File: config.mk
export PLATFORM = sky130hd
export DESIGN_NAME = sofs_top
export DESIGN_NICKNAME = d
export VERILOG_FILES = /design/src/sofs_pkg.sv /design/src/sofs_route.sv /design/src/sofs_top.sv
export SDC_FILE = /design/constraint.sdc
export NUM_CORES = 1
export LEC_CHECK = 0
export ABC_CLOCK_PERIOD_IN_PS = 3540
export BUFFER_PORTS_ARGS = -buffer_cell sky130_fd_sc_hd__buf_2
export CAP_MARGIN = 10
export CORE_MARGIN = 2
export CORE_UTILIZATION = 48
export DETAILED_ROUTE_END_ITERATION = 8
export GPL_TIMING_DRIVEN = 1
export PLACE_DENSITY = 0.75
export SYNTH_ARGS = -nofsm -noshare
export SYNTH_HDL_FRONTEND = slang
export SYNTH_SLANG_ARGS = --single-unit
File: constraint.sdc
create_clock -name mclk -period 3.54 [get_ports mclk]
set_clock_uncertainty 0.2 [all_clocks]
set_input_delay 0.708 -clock mclk [delete_from_list [all_inputs] [get_ports mclk]]
set_output_delay 0.708 -clock mclk [all_outputs]
set_load 0.01 [all_outputs]
File: src/sofs_pkg.sv
/*
  Shared constants and types for the status output function selector:
  parameter addresses, selector codes, factory defaults, the condition
  carrier and the parameter access request and response carriers.
  Assumes one synchronous clock domain; no other package is needed.
*/
package sofs_pkg;

  // Parameter addresses on the access port, as printed
  localparam logic [15:0] SOFS_ADDR_OUT0 = 16'h0712;
  localparam logic [15:0] SOFS_ADDR_OUT1 = 16'h0714;

  // Selector codes
  localparam logic [15:0] SOFS_CODE_FREE       = 16'h0001;
  localparam logic [15:0] SOFS_CODE_NO_FAULT   = 16'h0002;
  localparam logic [15:0] SOFS_CODE_ACTIVE     = 16'h0003;
  localparam logic [15:0] SOFS_CODE_CAP_MOVE   = 16'h0004;
  localparam logic [15:0] SOFS_CODE_POS_WIN    = 16'h0005;
  localparam logic [15:0] SOFS_CODE_VEL_WIN    = 16'h0006;
  localparam logic [15:0] SOFS_CODE_VEL_BELOW  = 16'h0007;
  localparam logic [15:0] SOFS_CODE_CUR_BELOW  = 16'h0008;
  localparam logic [15:0] SOFS_CODE_HALT_ACK   = 16'h0009;
  localparam logic [15:0] SOFS_CODE_MSEQ_START = 16'h000B;
  localparam logic [15:0] SOFS_CODE_STANDSTILL = 16'h000D;
  localparam logic [15:0] SOFS_CODE_SEL_ERROR  = 16'h000E;
  localparam logic [15:0] SOFS_CODE_REF_OK     = 16'h000F;
  localparam logic [15:0] SOFS_CODE_SEL_WARN   = 16'h0010;
  localparam logic [15:0] SOFS_CODE_MSEQ_DONE  = 16'h0011;
  localparam logic [15:0] SOFS_CODE_POSREG1    = 16'h0012;
  localparam logic [15:0] SOFS_CODE_POSREG2    = 16'h0013;
  localparam logic [15:0] SOFS_CODE_POSREG3    = 16'h0014;
  localparam logic [15:0] SOFS_CODE_POSREG4    = 16'h0015;
  localparam logic [15:0] SOFS_CODE_MOVES_NEG  = 16'h0016;

  // Factory defaults
  localparam logic [15:0] SOFS_DFLT_OUT0       = SOFS_CODE_NO_FAULT;
  localparam logic [15:0] SOFS_DFLT_OUT1       = SOFS_CODE_ACTIVE;
  localparam logic [15:0] SOFS_DFLT_OUT0_MSEQ  = SOFS_CODE_MSEQ_START;

  // Reset values of the held selector copies before the image is read, and of the read and commit data
  localparam logic [15:0] SOFS_SEL_RST         = 16'h0000;
  localparam logic [15:0] SOFS_DATA_RST        = 16'h0000;

  typedef logic [15:0] sofs_sel_t;

  typedef enum logic [0:0] {
    SOFS_BOOT,
    SOFS_RUN
  } sofs_state_e;

  // Drive conditions produced elsewhere in the drive
  typedef struct packed {
    logic       rdy_to_switch_on; // State ready to switch on
    logic       switched_on;      // State switched on
    logic       op_enabled;       // State operation enabled
    logic       cap_move;         // Relative move after capture busy/done
    logic       pos_dev_in_win;   // Position deviation in window
    logic       vel_dev_in_win;   // Velocity deviation in window
    logic       vel_below;        // Velocity below threshold
    logic       cur_below;        // Current below threshold
    logic       halt_ack;         // Halt acknowledge
    logic       mseq_start_ack;   // Motion sequence start acknowledge
    logic       standstill;       // Motor at standstill
    logic       sel_error;        // Configured class 1..4 error active
    logic       ref_ok;           // Homing zero point valid
    logic       sel_warning;      // Configured class 0 warning active
    logic       mseq_done;        // Motion sequence finished
    logic [3:0] posreg;           // Position register channels 1..4
    logic       moves_neg;        // Motor moves in negative direction
  } sofs_cond_s;

  typedef struct packed {
    logic      valid;             // Request present
    logic      write;             // 1 write, 0 read
    logic [15:0] addr;            // Parameter address
    sofs_sel_t wdata;             // Write data
  } sofs_req_s;

  typedef struct packed {
    logic      ack;               // Request done
    logic      err;               // Request refused
    sofs_sel_t rdata;             // Read data
  } sofs_rsp_s;

  // Code defined and offered in the current control and operating mode
  function automatic logic sofs_code_ok(input sofs_sel_t code,
                                        input logic      fieldbus,
                                        input logic      mseq);
    logic ok;
    ok = 1'b0;
    if ((code >= SOFS_CODE_FREE) && (code <= SOFS_CODE_STANDSTILL))
      ok = (code != 16'h000A) && (code != 16'h000C);
    else if ((code >= SOFS_CODE_SEL_ERROR) && (code <= SOFS_CODE_MOVES_NEG))
      ok = 1'b1;
    if (!fieldbus && !mseq)
      if ((code == SOFS_CODE_MSEQ_START) || (code == SOFS_CODE_REF_OK) ||
          ((code >= SOFS_CODE_MSEQ_DONE) && (code <= SOFS_CODE_POSREG4)))
        ok = 1'b0;
    if (fieldbus)
      if ((code == SOFS_CODE_MSEQ_START) || (code == SOFS_CODE_MSEQ_DONE))
        ok = 1'b0;
    return ok;
  endfunction : sofs_code_ok

  // Factory default for an output in the given mode
  function automatic sofs_sel_t sofs_default(input logic idx,
                                             input logic fieldbus,
                                             input logic mseq);
    sofs_sel_t d;
    d = idx ? SOFS_DFLT_OUT1 : SOFS_DFLT_OUT0;
    if (!idx && !fieldbus && mseq)
      d = SOFS_DFLT_OUT0_MSEQ;
    return d;
  endfunction : sofs_default

endpackage : sofs_pkg

File: src/sofs_route.sv
/*
  One output router: maps the active selector code onto a drive condition
  and registers the pin level.
  Assumes the code was validated before it became active.
*/
module sofs_route
  import sofs_pkg::*;
(
  input  wire logic       mclk,     // System clock
  input  wire logic       srst,     // Synchronous reset, high
  input  wire logic       ce,       // Clock enable
  input  wire logic       run,      // Routing live after power-on load
  input  wire sofs_sel_t  sel,      // Active selector code
  input  wire sofs_cond_s cond,     // Drive conditions
  input  wire logic       free_val, // Software value for free output
  output logic            level     // Registered output level
);

  logic level_nxt;

  // Source selection; no error override, outputs keep their function
  // no error forcing
  always_comb
  begin
    level_nxt = 1'b0;
    case (sel)
      SOFS_CODE_FREE       : level_nxt = free_val;
      SOFS_CODE_NO_FAULT   : level_nxt = cond.rdy_to_switch_on |
                                         cond.switched_on | cond.op_enabled;
      SOFS_CODE_ACTIVE     : level_nxt = cond.op_enabled;
      SOFS_CODE_CAP_MOVE   : level_nxt = cond.cap_move;
      SOFS_CODE_POS_WIN    : level_nxt = cond.pos_dev_in_win;
      SOFS_CODE_VEL_WIN    : level_nxt = cond.vel_dev_in_win;
      SOFS_CODE_VEL_BELOW  : level_nxt = cond.vel_below;
      SOFS_CODE_CUR_BELOW  : level_nxt = cond.cur_below;
      SOFS_CODE_HALT_ACK   : level_nxt = cond.halt_ack;
      SOFS_CODE_MSEQ_START : level_nxt = cond.mseq_start_ack;
      SOFS_CODE_STANDSTILL : level_nxt = cond.standstill;
      SOFS_CODE_SEL_ERROR  : level_nxt = cond.sel_error;
      SOFS_CODE_REF_OK     : level_nxt = cond.ref_ok;
      SOFS_CODE_SEL_WARN   : level_nxt = cond.sel_warning;
      SOFS_CODE_MSEQ_DONE  : level_nxt = cond.mseq_done;
      SOFS_CODE_POSREG1    : level_nxt = cond.posreg[0];
      SOFS_CODE_POSREG2    : level_nxt = cond.posreg[1];
      SOFS_CODE_POSREG3    : level_nxt = cond.posreg[2];
      SOFS_CODE_POSREG4    : level_nxt = cond.posreg[3];
      SOFS_CODE_MOVES_NEG  : level_nxt = cond.moves_neg;
      default              : level_nxt = 1'b0;
    endcase
  end

  // Pin register; held low until the power-on load has finished
  always_ff @(posedge mclk)
  begin
    if (srst)
      level <= 1'b0;
    else if (ce)
      level <= run ? level_nxt : 1'b0;
  end

endmodule : sofs_route

File: src/sofs_top.sv
/*
  Status output function selector: two persistent 16-bit selectors
  reached over a simple parameter access port, a power-on load from the
  non-volatile image, write commit toward that image, and two routers
  driving the digital status outputs.
  Assumes the non-volatile image is presented steadily on nv_image0/1
  from reset onward, and that condition inputs are synchronous to mclk.
*/
// Behaviour
// - Two persistent readable writable 16-bit selectors, one per output.
// - Code 1 drives the output from a software value only.
// - Code 2 asserts in ready-to-switch-on, switched-on or operation-enabled.
// - Code 3 asserts only in operation-enabled.
// - Code 4 asserts while a relative move after capture runs or finished.
// - Codes 5 and 6 assert inside position and velocity deviation windows.
// - Codes 7 and 8 assert for velocity and current below threshold.
// - Code 9 routes the halt acknowledgement.
// - Code 11 routes the motion sequence start acknowledgement.
// - Code 13 asserts while the motor stands still.
// - Code 14 asserts while a configured class one to four error is active.
// - Code 15 asserts while the homing zero point is valid.
// - Code 16 asserts while a configured class zero warning is active.
// - Code 17 asserts when the motion sequence has finished.
// - Codes 18 to 21 route position register channels one to four.
// - Selector writes accepted only while the power stage is disabled.
// - New values are stored but routing changes only at next power-on.
// - On an error each output keeps following its assigned function.
// - Fieldbus default: output zero no fault, output one active.
module sofs_top
  import sofs_pkg::*;
#(
  parameter int NUM_OUT = 2                 // Number of status outputs
)
(
  input  wire logic       mclk,             // System clock, 100 MHz
  input  wire logic       srst,             // Synchronous reset, power-on
  input  wire logic       ce,               // Clock enable
  input  wire logic       fieldbus_mode,    // 1 fieldbus, 0 local control
  input  wire logic       mseq_mode,        // Local: motion sequence mode
  input  wire logic       power_stage_on,   // Power stage enabled
  input  wire sofs_sel_t  nv_image0,        // Stored selector, output 0
  input  wire sofs_sel_t  nv_image1,        // Stored selector, output 1
  input  wire sofs_cond_s cond,             // Drive conditions
  input  wire logic [1:0] free_val,         // Software level, free outputs
  input  wire sofs_req_s  req,              // Parameter access request
  output sofs_rsp_s       rsp,              // Parameter access response
  output logic            nv_wr,            // Commit pulse to image
  output logic            nv_wr_idx,        // Selector being committed
  output sofs_sel_t       nv_wr_data,       // Value being committed
  output sofs_sel_t       active_sel0,      // Routing code, output 0
  output sofs_sel_t       active_sel1,      // Routing code, output 1
  output logic            status_output_zero, // Digital status output 0
  output logic            status_output_one   // Digital status output 1
);

  localparam int IDX_W = (NUM_OUT > 1) ? $clog2(NUM_OUT) : 1;

  sofs_state_e state_r;
  sofs_state_e state_nxt;

  // Stored values read back over the port, and the routing copies
  sofs_sel_t   stored_r [NUM_OUT];
  sofs_sel_t   active_r [NUM_OUT];
  sofs_sel_t   image    [NUM_OUT];
  logic [NUM_OUT-1:0] levels;

  // Decoded request
  logic        hit;
  logic [IDX_W-1:0] hit_idx;
  logic        wr_ok;
  logic        rd_ok;
  logic        take;

  // Response registers
  logic        ack_r;
  logic        err_r;
  sofs_sel_t   rdata_r;
  logic        nv_wr_r;
  logic [IDX_W-1:0] nv_wr_idx_r;
  sofs_sel_t   nv_wr_data_r;

  assign image[0] = nv_image0;
  assign image[1] = nv_image1;

  // A request is only looked at in a live cycle
  assign take = ce && req.valid;

  // Address decode of the two selector parameters
  always_comb
  begin
    hit     = 1'b0;
    hit_idx = '0;
    if (req.addr == SOFS_ADDR_OUT0)
    begin
      hit     = 1'b1;
      hit_idx = IDX_W'(0);
    end
    else if (req.addr == SOFS_ADDR_OUT1)
    begin
      hit     = 1'b1;
      hit_idx = IDX_W'(1);
    end
  end

  // Acceptance terms; boot refuses everything so the image load is clean
  // power stage interlock
  assign wr_ok = (state_r == SOFS_RUN) && hit && req.write &&
                 !power_stage_on &&
                 sofs_code_ok(req.wdata, fieldbus_mode, mseq_mode);
  assign rd_ok = (state_r == SOFS_RUN) && hit && !req.write;

  // Power-on sequence: one live cycle to load the image, then run
  always_comb
  begin
    state_nxt = state_r;
    case (state_r)
      SOFS_BOOT : state_nxt = SOFS_RUN;
      SOFS_RUN  : state_nxt = SOFS_RUN;
      default   : state_nxt = SOFS_BOOT;
    endcase
  end

  always_ff @(posedge mclk)
  begin
    if (srst)
      state_r <= SOFS_BOOT;
    else if (ce)
      state_r <= state_nxt;
  end

  // Stored selectors: image at power-on, then accepted writes.
  // An image word that is not a valid code falls back to the factory
  // default, so a blank or corrupt store never leaves a pin unrouted.
  // persistent selectors
  always_ff @(posedge mclk)
  begin
    if (srst)
    begin
      for (int i = 0; i < NUM_OUT; i++)
        stored_r[i] <= SOFS_SEL_RST;
    end
    else if (ce)
    begin
      if (state_r == SOFS_BOOT)
      begin
        for (int i = 0; i < NUM_OUT; i++)
          if (sofs_code_ok(image[i], fieldbus_mode, mseq_mode))
            stored_r[i] <= image[i];
          else
            stored_r[i] <= sofs_default(i[0], fieldbus_mode, mseq_mode);
      end
      else if (take && wr_ok)
        stored_r[hit_idx] <= req.wdata;
    end
  end

  // Routing copies change only in the power-on load cycle; a write
  // while running lands in the store and waits for the next power-on.
  // change at next power-on
  always_ff @(posedge mclk)
  begin
    if (srst)
    begin
      for (int i = 0; i < NUM_OUT; i++)
        active_r[i] <= SOFS_SEL_RST;
    end
    else if (ce && (state_r == SOFS_BOOT))
    begin
      for (int i = 0; i < NUM_OUT; i++)
        if (sofs_code_ok(image[i], fieldbus_mode, mseq_mode))
          active_r[i] <= image[i];
        else
          active_r[i] <= sofs_default(i[0], fieldbus_mode, mseq_mode);
    end
  end

  // Access response, one cycle after the request is taken.
  // While ce is low the pulse holds; the requester must see ce too.
  always_ff @(posedge mclk)
  begin
    if (srst)
    begin
      ack_r   <= 1'b0;
      err_r   <= 1'b0;
      rdata_r <= SOFS_DATA_RST;
    end
    else if (ce)
    begin
      ack_r <= take && (wr_ok || rd_ok);
      err_r <= take && !(wr_ok || rd_ok);
      if (take && rd_ok)
        rdata_r <= stored_r[hit_idx];
    end
  end

  // Commit of an accepted write toward the non-volatile image
  // persistent store commit
  always_ff @(posedge mclk)
  begin
    if (srst)
    begin
      nv_wr_r      <= 1'b0;
      nv_wr_idx_r  <= '0;
      nv_wr_data_r <= SOFS_DATA_RST;
    end
    else if (ce)
    begin
      nv_wr_r <= take && wr_ok;
      if (take && wr_ok)
      begin
        nv_wr_idx_r  <= hit_idx;
        nv_wr_data_r <= req.wdata;
      end
    end
  end

  // One router per output, each fed by its own routing copy
  for (genvar g = 0; g < NUM_OUT; g++)
  begin : g_route
    sofs_route u_route (
      .mclk     (mclk),
      .srst     (srst),
      .ce       (ce),
      .run      (state_r == SOFS_RUN),
      .sel      (active_r[g]),
      .cond     (cond),
      .free_val (free_val[g]),
      .level    (levels[g])
    );
  end

  // Output assignments
  assign rsp.ack            = ack_r;
  assign rsp.err            = err_r;
  assign rsp.rdata          = rdata_r;
  assign nv_wr              = nv_wr_r;
  assign nv_wr_idx          = nv_wr_idx_r[0];
  assign nv_wr_data         = nv_wr_data_r;
  assign active_sel0        = active_r[0];
  assign active_sel1        = active_r[1];
  assign status_output_zero = levels[0];
  assign status_output_one  = levels[1];

endmodule : sofs_top

==> impl_metrics.json, run 1 <==
{
  "fin_crit_ps": 2780,
  "p_comb_share_pct": 10.6,
  "clk_pin_slew_worst_paths_ps": 100,
  "yosysTopAreaCell": "edfxtp_1",
  "path_class": "in2reg",
  "cts_hold_buf": 0,
  "synth_top_family_by_area": "simple AND/OR/NAND/NOR gates",
  "drc": 0,
  "avgSynthCellArea_sq_um": 10.8,
  "final_cells": 776,
  "via_per_inst": 5.48,
  "status": "complete, no violations",
  "layout-drive-gt1-share_pct": 33.4,
  "pwr-share-clk_pct": 31.2,
  "critPathSlowestCell": "o221a_2",
  "setup_viol": 0,
  "reg2reg_from": "active_r[0][9]",
  "ctsLongestPathBuffers": 2,
  "worstHoldStart": "nv_wr_data[12]",
  "antenna_left": 0,
  "globalRouteOverflowTotal": 0,
  "p_sw_uw": 606,
  "power.density_nw_per_um2": 372,
  "htree_levels": 3,
  "leakage_uw": 0.00250,
  "cp_cell_sequence": "buf_2, and4b_1, a311oi_1, o221a_2, nand4_2, o21ai_1, buf_4",
  "cp_num_buf_inv": 2,
  "area_growth_pct": 23.8,
  "relSlewSlack_pct": 55.3,
  "synth-compound-area-share_pct": 16.2,
  "rr_endpoint": "g_route[0].u_route.level",
  "antenna_cells": 0,
  "insertion_delay_ps": 370,
  "syn_inst": 458,
  "grt_usage_pct": 21.3,
  "crit_arrival_ps": 2660,
  "r2r_slack_ps": 1360,
  "ys.flop_type": "dfxtp_1",
  "rsz0062_at_grt": "no",
  "ys_ff_latch": 103,
  "cts_tree": "built",
  "fill_cells": 828,
  "root_buffer": "clkbuf_8",
  "wl_um": 11800,
  "reg2regPathDepth": 5,
  "port_buffers": 163,
  "yosysSeqAreaShare_pct": 51.6,
  "fin_crit_sh_pct": 78.4,
  "drt_iter0_markers": 270,
  "worstPathRequired_ps": 3420,
  "grt_max_degree": 34,
  "vias": 4256,
  "path_delay_family": "compound AO/OA/AOI/OAI gates",
  "syn-cell-area_sq_um": 4930,
  "synth_xor_area_share_pct": 0.711,
  "grt_antenna_before_repair": 0,
  "core_area_sq_um": 9860,
  "start_util_pct": 50.0,
  "async_reset_ff_share_pct": 0,
  "cts_resized": 0,
  "p_int_uw": 1670,
  "synthTopCellsByCount": "dfxtp_1 (55), edfxtp_1 (48), nor2_1 (34)",
  "clock-sinks": 103,
  "ys_types": 74,
  "hpwl_um": 9000,
  "synthTopCellsByArea": "edfxtp_1 (29%), dfxtp_1 (22%), mux2i_1 (4.9%), and2_1 (3.0%), a211oi_1 (2.7%)",
  "boundaryPins": 164,
  "die_h_um": 105,
  "grt_pass1_wl_um": 18800,
  "cts_made_buffers": 9,
  "cp_slowest_stage_delay_ps": 410,
  "row_count": 36,
  "whs_path_depth": 1,
  "wire_per_inst_um": 15.2,
  "finalMaxSlewViolations": 0,
  "tightest_slew_ps": 665,
  "switching_share_pct": 26.7,
  "dieArea_sq_um": 11100,
  "globalplace.congestion": 0.862,
  "synthMuxAreaShare_pct": 6.93,
  "drv_cap": 0,
  "grt_pass1_vias": 3850,
  "final-hold-violation-count": 0,
  "synthSimpleGateAreaFrac_pct": 19.7,
  "synth_top_area_share_pct": 29.2,
  "fin_nets": 732,
  "ir_worst_vdd_uv": 216,
  "min_to": "nv_wr_data[12]",
  "synth_most_common_cell": "dfxtp_1",
  "endpoint_kind": "register",
  "finalSetupTns_ps": 0,
  "max_freq_mhz": 360,
  "hp-class": "reg2reg",
  "place_inst": 760,
  "yosysWarnings": 0,
  "synth_edf_count": 48,
  "dr.pass1.iters": 5,
  "post_cts_buffers": 0,
  "finalPower_uw": 2270,
  "die_x_um": 105,
  "worstSetupStartpointType": "primary input",
  "yosys.area_share.adder_pct": 0,
  "power_frac_seq_pct": 58.2,
  "path_max_fanout": 12
}
==> sequential cells by signal (all words and copies together) (netlist names) <==
name	flops
ack_r	1
active_r	32
err_r	1
g_route.u_route.level	2
nv_wr	1
nv_wr_data	16
nv_wr_idx	1
rdata_r	16
state_r	1
stored_r	32
==> how the worst max path moves through the flow <==
| stage | startpoint | end | slack [ps] | depth (start not counted) |
|---|---|---|---|---|
| after floorplan | req[1] | stored_r[1][0] | 270 | 6 |
| after global placement | req[4] | stored_r[1][6] | 480 | 7 |
| after detailed placement | req[4] | stored_r[1][9] | 370 | 7 |
| after CTS | req[4] | stored_r[1][13] | 780 | 7 |
| after global routing | req[4] | stored_r[1][14] | 650 | 7 |
| final | req[4] | stored_r[1][15] | 760 | 7 |
==> routing by layer <==
metal  up-vias  global-route usage, %  wire (um)
met1      1999                   27.1       5010
met2       181                   36.3       5780
li1       2062                      -          -
met3        14                   4.95        853
met5         -                      0          0
met4         0                   6.10        131
==> layout make-up <==
class | instances | area [sq um] | share of cell area (%)
Clock buffer | 9 | 124 | 2.03
Clock inverter | 7 | 65.1 | 1.07
Tap cell | 133 | 166 | 2.73
Inverter | 15 | 56.3 | 0.923
Sequential cell | 103 | 2540 | 41.7
Timing Repair Buffer | 171 | 876 | 14.4
Multi-Input combinational cell | 338 | 2270 | 37.2
==> cell usage in the layout (no fill, tap or decap), types with 9 or more instances in the layout <==
cell and n:
nor2_1 34, conb_1 33, nand3_1 16, mux2i_1 24, buf_2 163, a21oi_1 18, clkbuf_8 9, and2_1 24
a211oi_1 18, dfxtp_1 55, nor4_1 13, nand2_1 23, o21ai_0 13, inv_1 14, edfxtp_1 48
==> power by group through the flow <==
stage          sequential [uW]  combinational [uW]  clock (uW)
3_3_place_gp              1350                 231           0
6_report                  1320                 241         708
4_1_cts                   1320                 240         727
2_1_floorplan             1340                 137           0
5_1_grt                   1330                 265         784
3_5_place_dp              1350                 239           0
==> through the flow <==
stage | hold slack (ps) | utilization, % | setup WS, ps | area [sq um]
global route | 285 | 61.9 | 651 | 6100
global placement | 237 | 59.9 | 477 | 5910
CTS | 269 | 61.9 | 778 | 6100
detailed placement | 239 | 59.9 | 368 | 5910
floorplan | 281 | - | 273 | 5050
finish | 268 | 61.9 | 763 | 6100
==> cell families (layout without fill, tap and decap cells) <==
kind of cell,Yosys count,in the layout
multiplexers,31,31
other,1,33
buffers and inverters,49,202
XOR/XNOR,4,4
AND/OR/NAND/NOR,166,166
flip-flops,103,103
AO/OA/AOI/OAI,104,104
(Power assumes the default switching activity.)
==> run 2: changes to the inputs <==
- ABC_CLOCK_PERIOD_IN_PS: 3540 -> 2500
- CORE_UTILIZATION: 48 -> 46
- clock period: 3.54 -> 2.5 ns (I/O delays scaled with it)
==> impl_metrics.json, run 2 (synthesized netlist as in run 1, its figures left out) <==
{
  "hpwl_um": 9620,
  "fin_nets": 748,
  "path_class": "in2reg",
  "die_h_um": 108,
  "cts_hold_buf": 0,
  "final_cells": 795,
  "clk_pin_slew_worst_paths_ps": 90,
  "reg2reg_from": "active_r[0][9]",
  "htree_levels": 3,
  "fin_crit_sh_pct": 94.8,
  "insertion_delay_ps": 370,
  "setup_viol": 0,
  "multi_input_area_sq_um": 2320,
  "cts_resized": 0,
  "grt_pass1_vias": 4326,
  "cts_made_buffers": 9,
  "via_per_inst": 5.38,
  "path_max_fanout": 6,
  "layout_setup_ws_ps": 130,
  "start_util_pct": 47.5,
  "row_count": 37,
  "top_regs": "active_r: 32 flops, stored_r: 32 flops",
  "dpl_cell_area_sq_um": 6150,
  "boundaryPins": 164,
  "grt_max_degree": 34,
  "tightest_slew_ps": 963,
  "antenna_cells": 0,
  "rsz0062_at_grt": "no",
  "final_cell_mix": "buf_2 (163), dfxtp_1 (55), edfxtp_1 (48)",
  "worstPathRequired_ps": 2490,
  "grt_usage_pct": 22.2,
  "crit_arrival_ps": 2360,
  "dieArea_sq_um": 11600,
  "place_ws_ps": -240,
  "worstSetupStartpointType": "primary input",
  "port_buffers": 163,
  "clock-sinks": 103,
  "globalplace.congestion": 0.842,
  "worstSetupStartpoint": "nv_image1[13]",
  "layout-drive-gt1-share_pct": 35.5,
  "post_cts_buffers": 0,
  "core_area_sq_um": 10400,
  "worstHoldStart": "req[1]",
  "fin_crit_ps": 2370,
  "cts_tree": "built",
  "final-hold-violation-count": 0,
  "ir_worst_vdd_uv": 289,
  "seq_area_sq_um": 2540,
  "fill_cells": 872,
  "drv_cap": 0,
  "finalMaxSlewViolations": 0,
  "drt_iter0_markers": 245,
  "ctsLongestPathBuffers": 2,
  "grt_antenna_before_repair": 0,
  "max_freq_mhz": 422,
  "vias": 4280,
  "drc": 0,
  "power.density_nw_per_um2": 537,
  "relSlewSlack_pct": 35.6,
  "wl_um": 12500,
  "fin_area_sq_um": 6380,
  "status": "complete, no violations",
  "layout_commonest_cell": "buf_2",
  "grt_pass1_wl_um": 20100,
  "die_x_um": 108,
  "endpoint_kind": "register",
  "wire_per_inst_um": 15.7,
  "place_inst": 779,
  "root_buffer": "clkbuf_8",
  "final_util_pct": 61.5,
  "leakage_uw": 0.00262,
  "area_growth_pct": 29.4,
  "dr.pass1.iters": 4,
  "antenna_left": 0,
  "globalRouteOverflowTotal": 0,
  "hp-class": "in2reg"
}
-- run 2: changes by cell type in the layout (fill, tap and decap cells not counted), moves of 2 or more --
cell / delta
o21ai_4: +2
buf_4: +11
buf_12: +5
bufinv_16: +2
o21ai_1: -2
clkinvlp_4: -3
inv_8: -3
inv_6: +2
-- run 2: layout make-up --
cell class,instances,area share (%)
flip-flops and latches,103,39.9
multi-input cells,338,36.4
repair buffers,187,16.6
well taps,136,2.67
clock buffers,10,2.00
clock inverters,6,1.61
inverters,15,0.883
-- run 2: layer usage --
layer / global-route usage (%) / routed length, um / vias up
li1: - / - / 2085
met1: 25.4 / 5170 / 2000
met2: 39.8 / 6200 / 170
met3: 3.87 / 773 / 25
met4: 10.8 / 340 / 0
met5: 0 / 0 / -
-- run 2: stage by stage --
step	TNS [ps]	hold WS [ps]	power, uW
6_report	0	244	3430
4_1_cts	0	225	3450
3_3_place_gp	-720	236	2270
5_1_grt	0	247	3560
3_5_place_dp	-1470	240	2280
2_1_floorplan	0	281	2100
-- run 2: power by group --
group / switching (uW) / internal, uW / total [uW] / leakage [uW]
sequential: 41.3 / 1830 / 1870 / 0.000938
combinational: 209 / 169 / 378 / 0.00157
clock: 597 / 582 / 1180 / 0.000114
total: 847 / 2580 / 3430 / 0.00262
-- run 2: critical path, cell delays in order --
cell and delay (ps):
buf_2 90, or4_4 520, nor4_2 220, o211ai_1 160
or3_1 570, o32ai_2 290
-- run 2: final timing paths --
check	end	slack (ps)	depth (start not counted)
max	stored_r[1][3]	130	6
min	nv_wr_data[1]	240	3
max reg2reg	g_route[0].u_route.level	320	5
min reg2reg	nv_wr_data[10]	260	1
==> run 3: changes to the inputs <==
- CELL_PAD_IN_SITES_DETAIL_PLACEMENT: default -> 1
- CELL_PAD_IN_SITES_GLOBAL_PLACEMENT: default -> 1
- CORE_UTILIZATION: 46 -> 35
- SETUP_SLACK_MARGIN: default -> 0.2
==> impl_metrics.json, run 3 (synthesized netlist as in run 1, its figures left out) <==
{
  "place_inst": 827,
  "clock-sinks": 103,
  "holdWs_ps": 254,
  "whs_path_depth": 3,
  "top_regs": "active_r: 32 flops, stored_r: 32 flops",
  "setup_viol": 0,
  "final_cells": 844,
  "drc": 0,
  "fin_nets": 753,
  "final-hold-violation-count": 0,
  "cts_hold_buf": 0,
  "cp_cell_sequence": "buf_2, or4_4, nor4_4, o211ai_1, or3_4, o32ai_2",
  "start_util_pct": 35.7,
  "fin_crit_sh_pct": 89.5,
  "dieArea_sq_um": 15100,
  "max_freq_mhz": 447,
  "layout_commonest_cell": "buf_2",
  "place_ws_ps": -250,
  "via_per_inst": 5.20,
  "globalRouteOverflowTotal": 0,
  "vias": 4389,
  "critPathSlowestCell": "or4_4",
  "relSlewSlack_pct": 26.6,
  "row_count": 43,
  "cts_made_buffers": 9,
  "rsz0062_at_grt": "yes",
  "core_area_sq_um": 13800,
  "die_h_um": 123,
  "clk_pin_slew_worst_paths_ps": 70,
  "ctsLongestPathBuffers": 2,
  "cp_slowest_stage_delay_ps": 540,
  "layout-drive-gt1-share_pct": 36.4,
  "antenna_left": 0,
  "die_x_um": 123,
  "reg2regPathDepth": 5,
  "final_cell_mix": "buf_2 (163), dfxtp_1 (55), edfxtp_1 (48)",
  "drt_iter0_markers": 250,
  "drv_cap": 0,
  "cp_num_buf_inv": 1,
  "path_max_fanout": 6,
  "area_growth_pct": 32.7,
  "finalPower_uw": 3600,
  "fill_cells": 1596,
  "worstSetupStartpointType": "primary input",
  "insertion_delay_ps": 350,
  "layout_setup_ws_ps": 262,
  "wire_per_inst_um": 16.8,
  "worstPathRequired_ps": 2470,
  "power.density_nw_per_um2": 551,
  "status": "complete, no violations",
  "wl_um": 14200,
  "path_delay_family": "simple AND/OR/NAND/NOR gates",
  "boundaryPins": 164,
  "dr.pass1.iters": 4,
  "leakage_uw": 0.00269,
  "cp.depth": 6,
  "ir_worst_vdd_uv": 340,
  "htree_levels": 3,
  "hp-class": "in2reg",
  "globalplace.congestion": 0.810,
  "finalMaxSlewViolations": 0,
  "path_class": "in2reg",
  "grt_usage_pct": 19.4,
  "endpoint_kind": "register",
  "cts_tree": "built",
  "fin_crit_ps": 2240,
  "antenna_cells": 0,
  "finalSetupTns_ps": 0,
  "crit_arrival_ps": 2210,
  "grt_max_degree": 34,
  "root_buffer": "clkbuf_16",
  "grt_pass1_wl_um": 22600,
  "port_buffers": 163,
  "grt_antenna_before_repair": 0,
  "hpwl_um": 11000,
  "tightest_slew_ps": 1100,
  "grt_pass1_vias": 4657
}
[run 3: cell count changes in the layout (fill, tap and decap cells not counted), moves of 2 or more]
cell / previous run / this run
clkbuf_8: 9 / 0
clkbuf_16: 0 / 9
bufinv_16: 2 / 0
nor4b_4: 0 / 2
buf_4: 19 / 25
clkinv_2: 0 / 2
[run 3: layout make-up]
class                      instances  area (sq um)  share of cell area, %
clock buffer                       9           225                   3.44
clock inverter                     7          52.6                  0.803
inverter                          15          56.3                  0.860
multi-input combinational        338          2360                   36.0
sequential                       103          2540                   38.9
tap                              180           225                   3.44
timing repair buffer             192          1080                   16.6
[run 3: worst reg2reg max path: cells and delay by family, from the launching register on]
family | cells | cell delay [ps]
and+or+nand+nor | 2 | 880
DFF | 1 | 410
AOI/OAI and AO/OA | 3 | 610
[run 3: per-stage QoR]
stage               cell area [sq um]  util, %
global route                     6540     47.3
finish                           6540     47.3
global placement                 6240     45.1
CTS                              6520     47.2
floorplan                        5130        -
detailed placement               6240     45.1
[run 3: timing repair]
item / 4_1_cts / 5_1_grt
setup endpoints to repair: 5 / 42
gates resized for setup: 1 / 2
pin swaps: 0 / 1
buffers inserted: 0 / 1
[run 3: final timing paths]
kind                  start                        to  slack, ps
min                  req[0]             nv_wr_data[0]        250
max reg2reg  active_r[0][9]  g_route[0].u_route.level        320
max           nv_image1[13]            stored_r[1][3]        260
min reg2reg   nv_wr_data[6]             nv_wr_data[6]        260
[run 3: power breakdown]
group / internal [uW] / total, uW / switching [uW]
logic: 169 / 390 / 221
clock network: 687 / 1340 / 652
registers: 1830 / 1870 / 44.3
[run 3: layer usage]
metal | track usage (%) | vias up | wire, um
li1 | - | 2099 | -
met1 | 21.4 | 2105 | 5600
met2 | 34.9 | 160 | 7330
met3 | 5.39 | 25 | 905
met4 | 7.97 | 0 | 344
met5 | 0 | - | 0
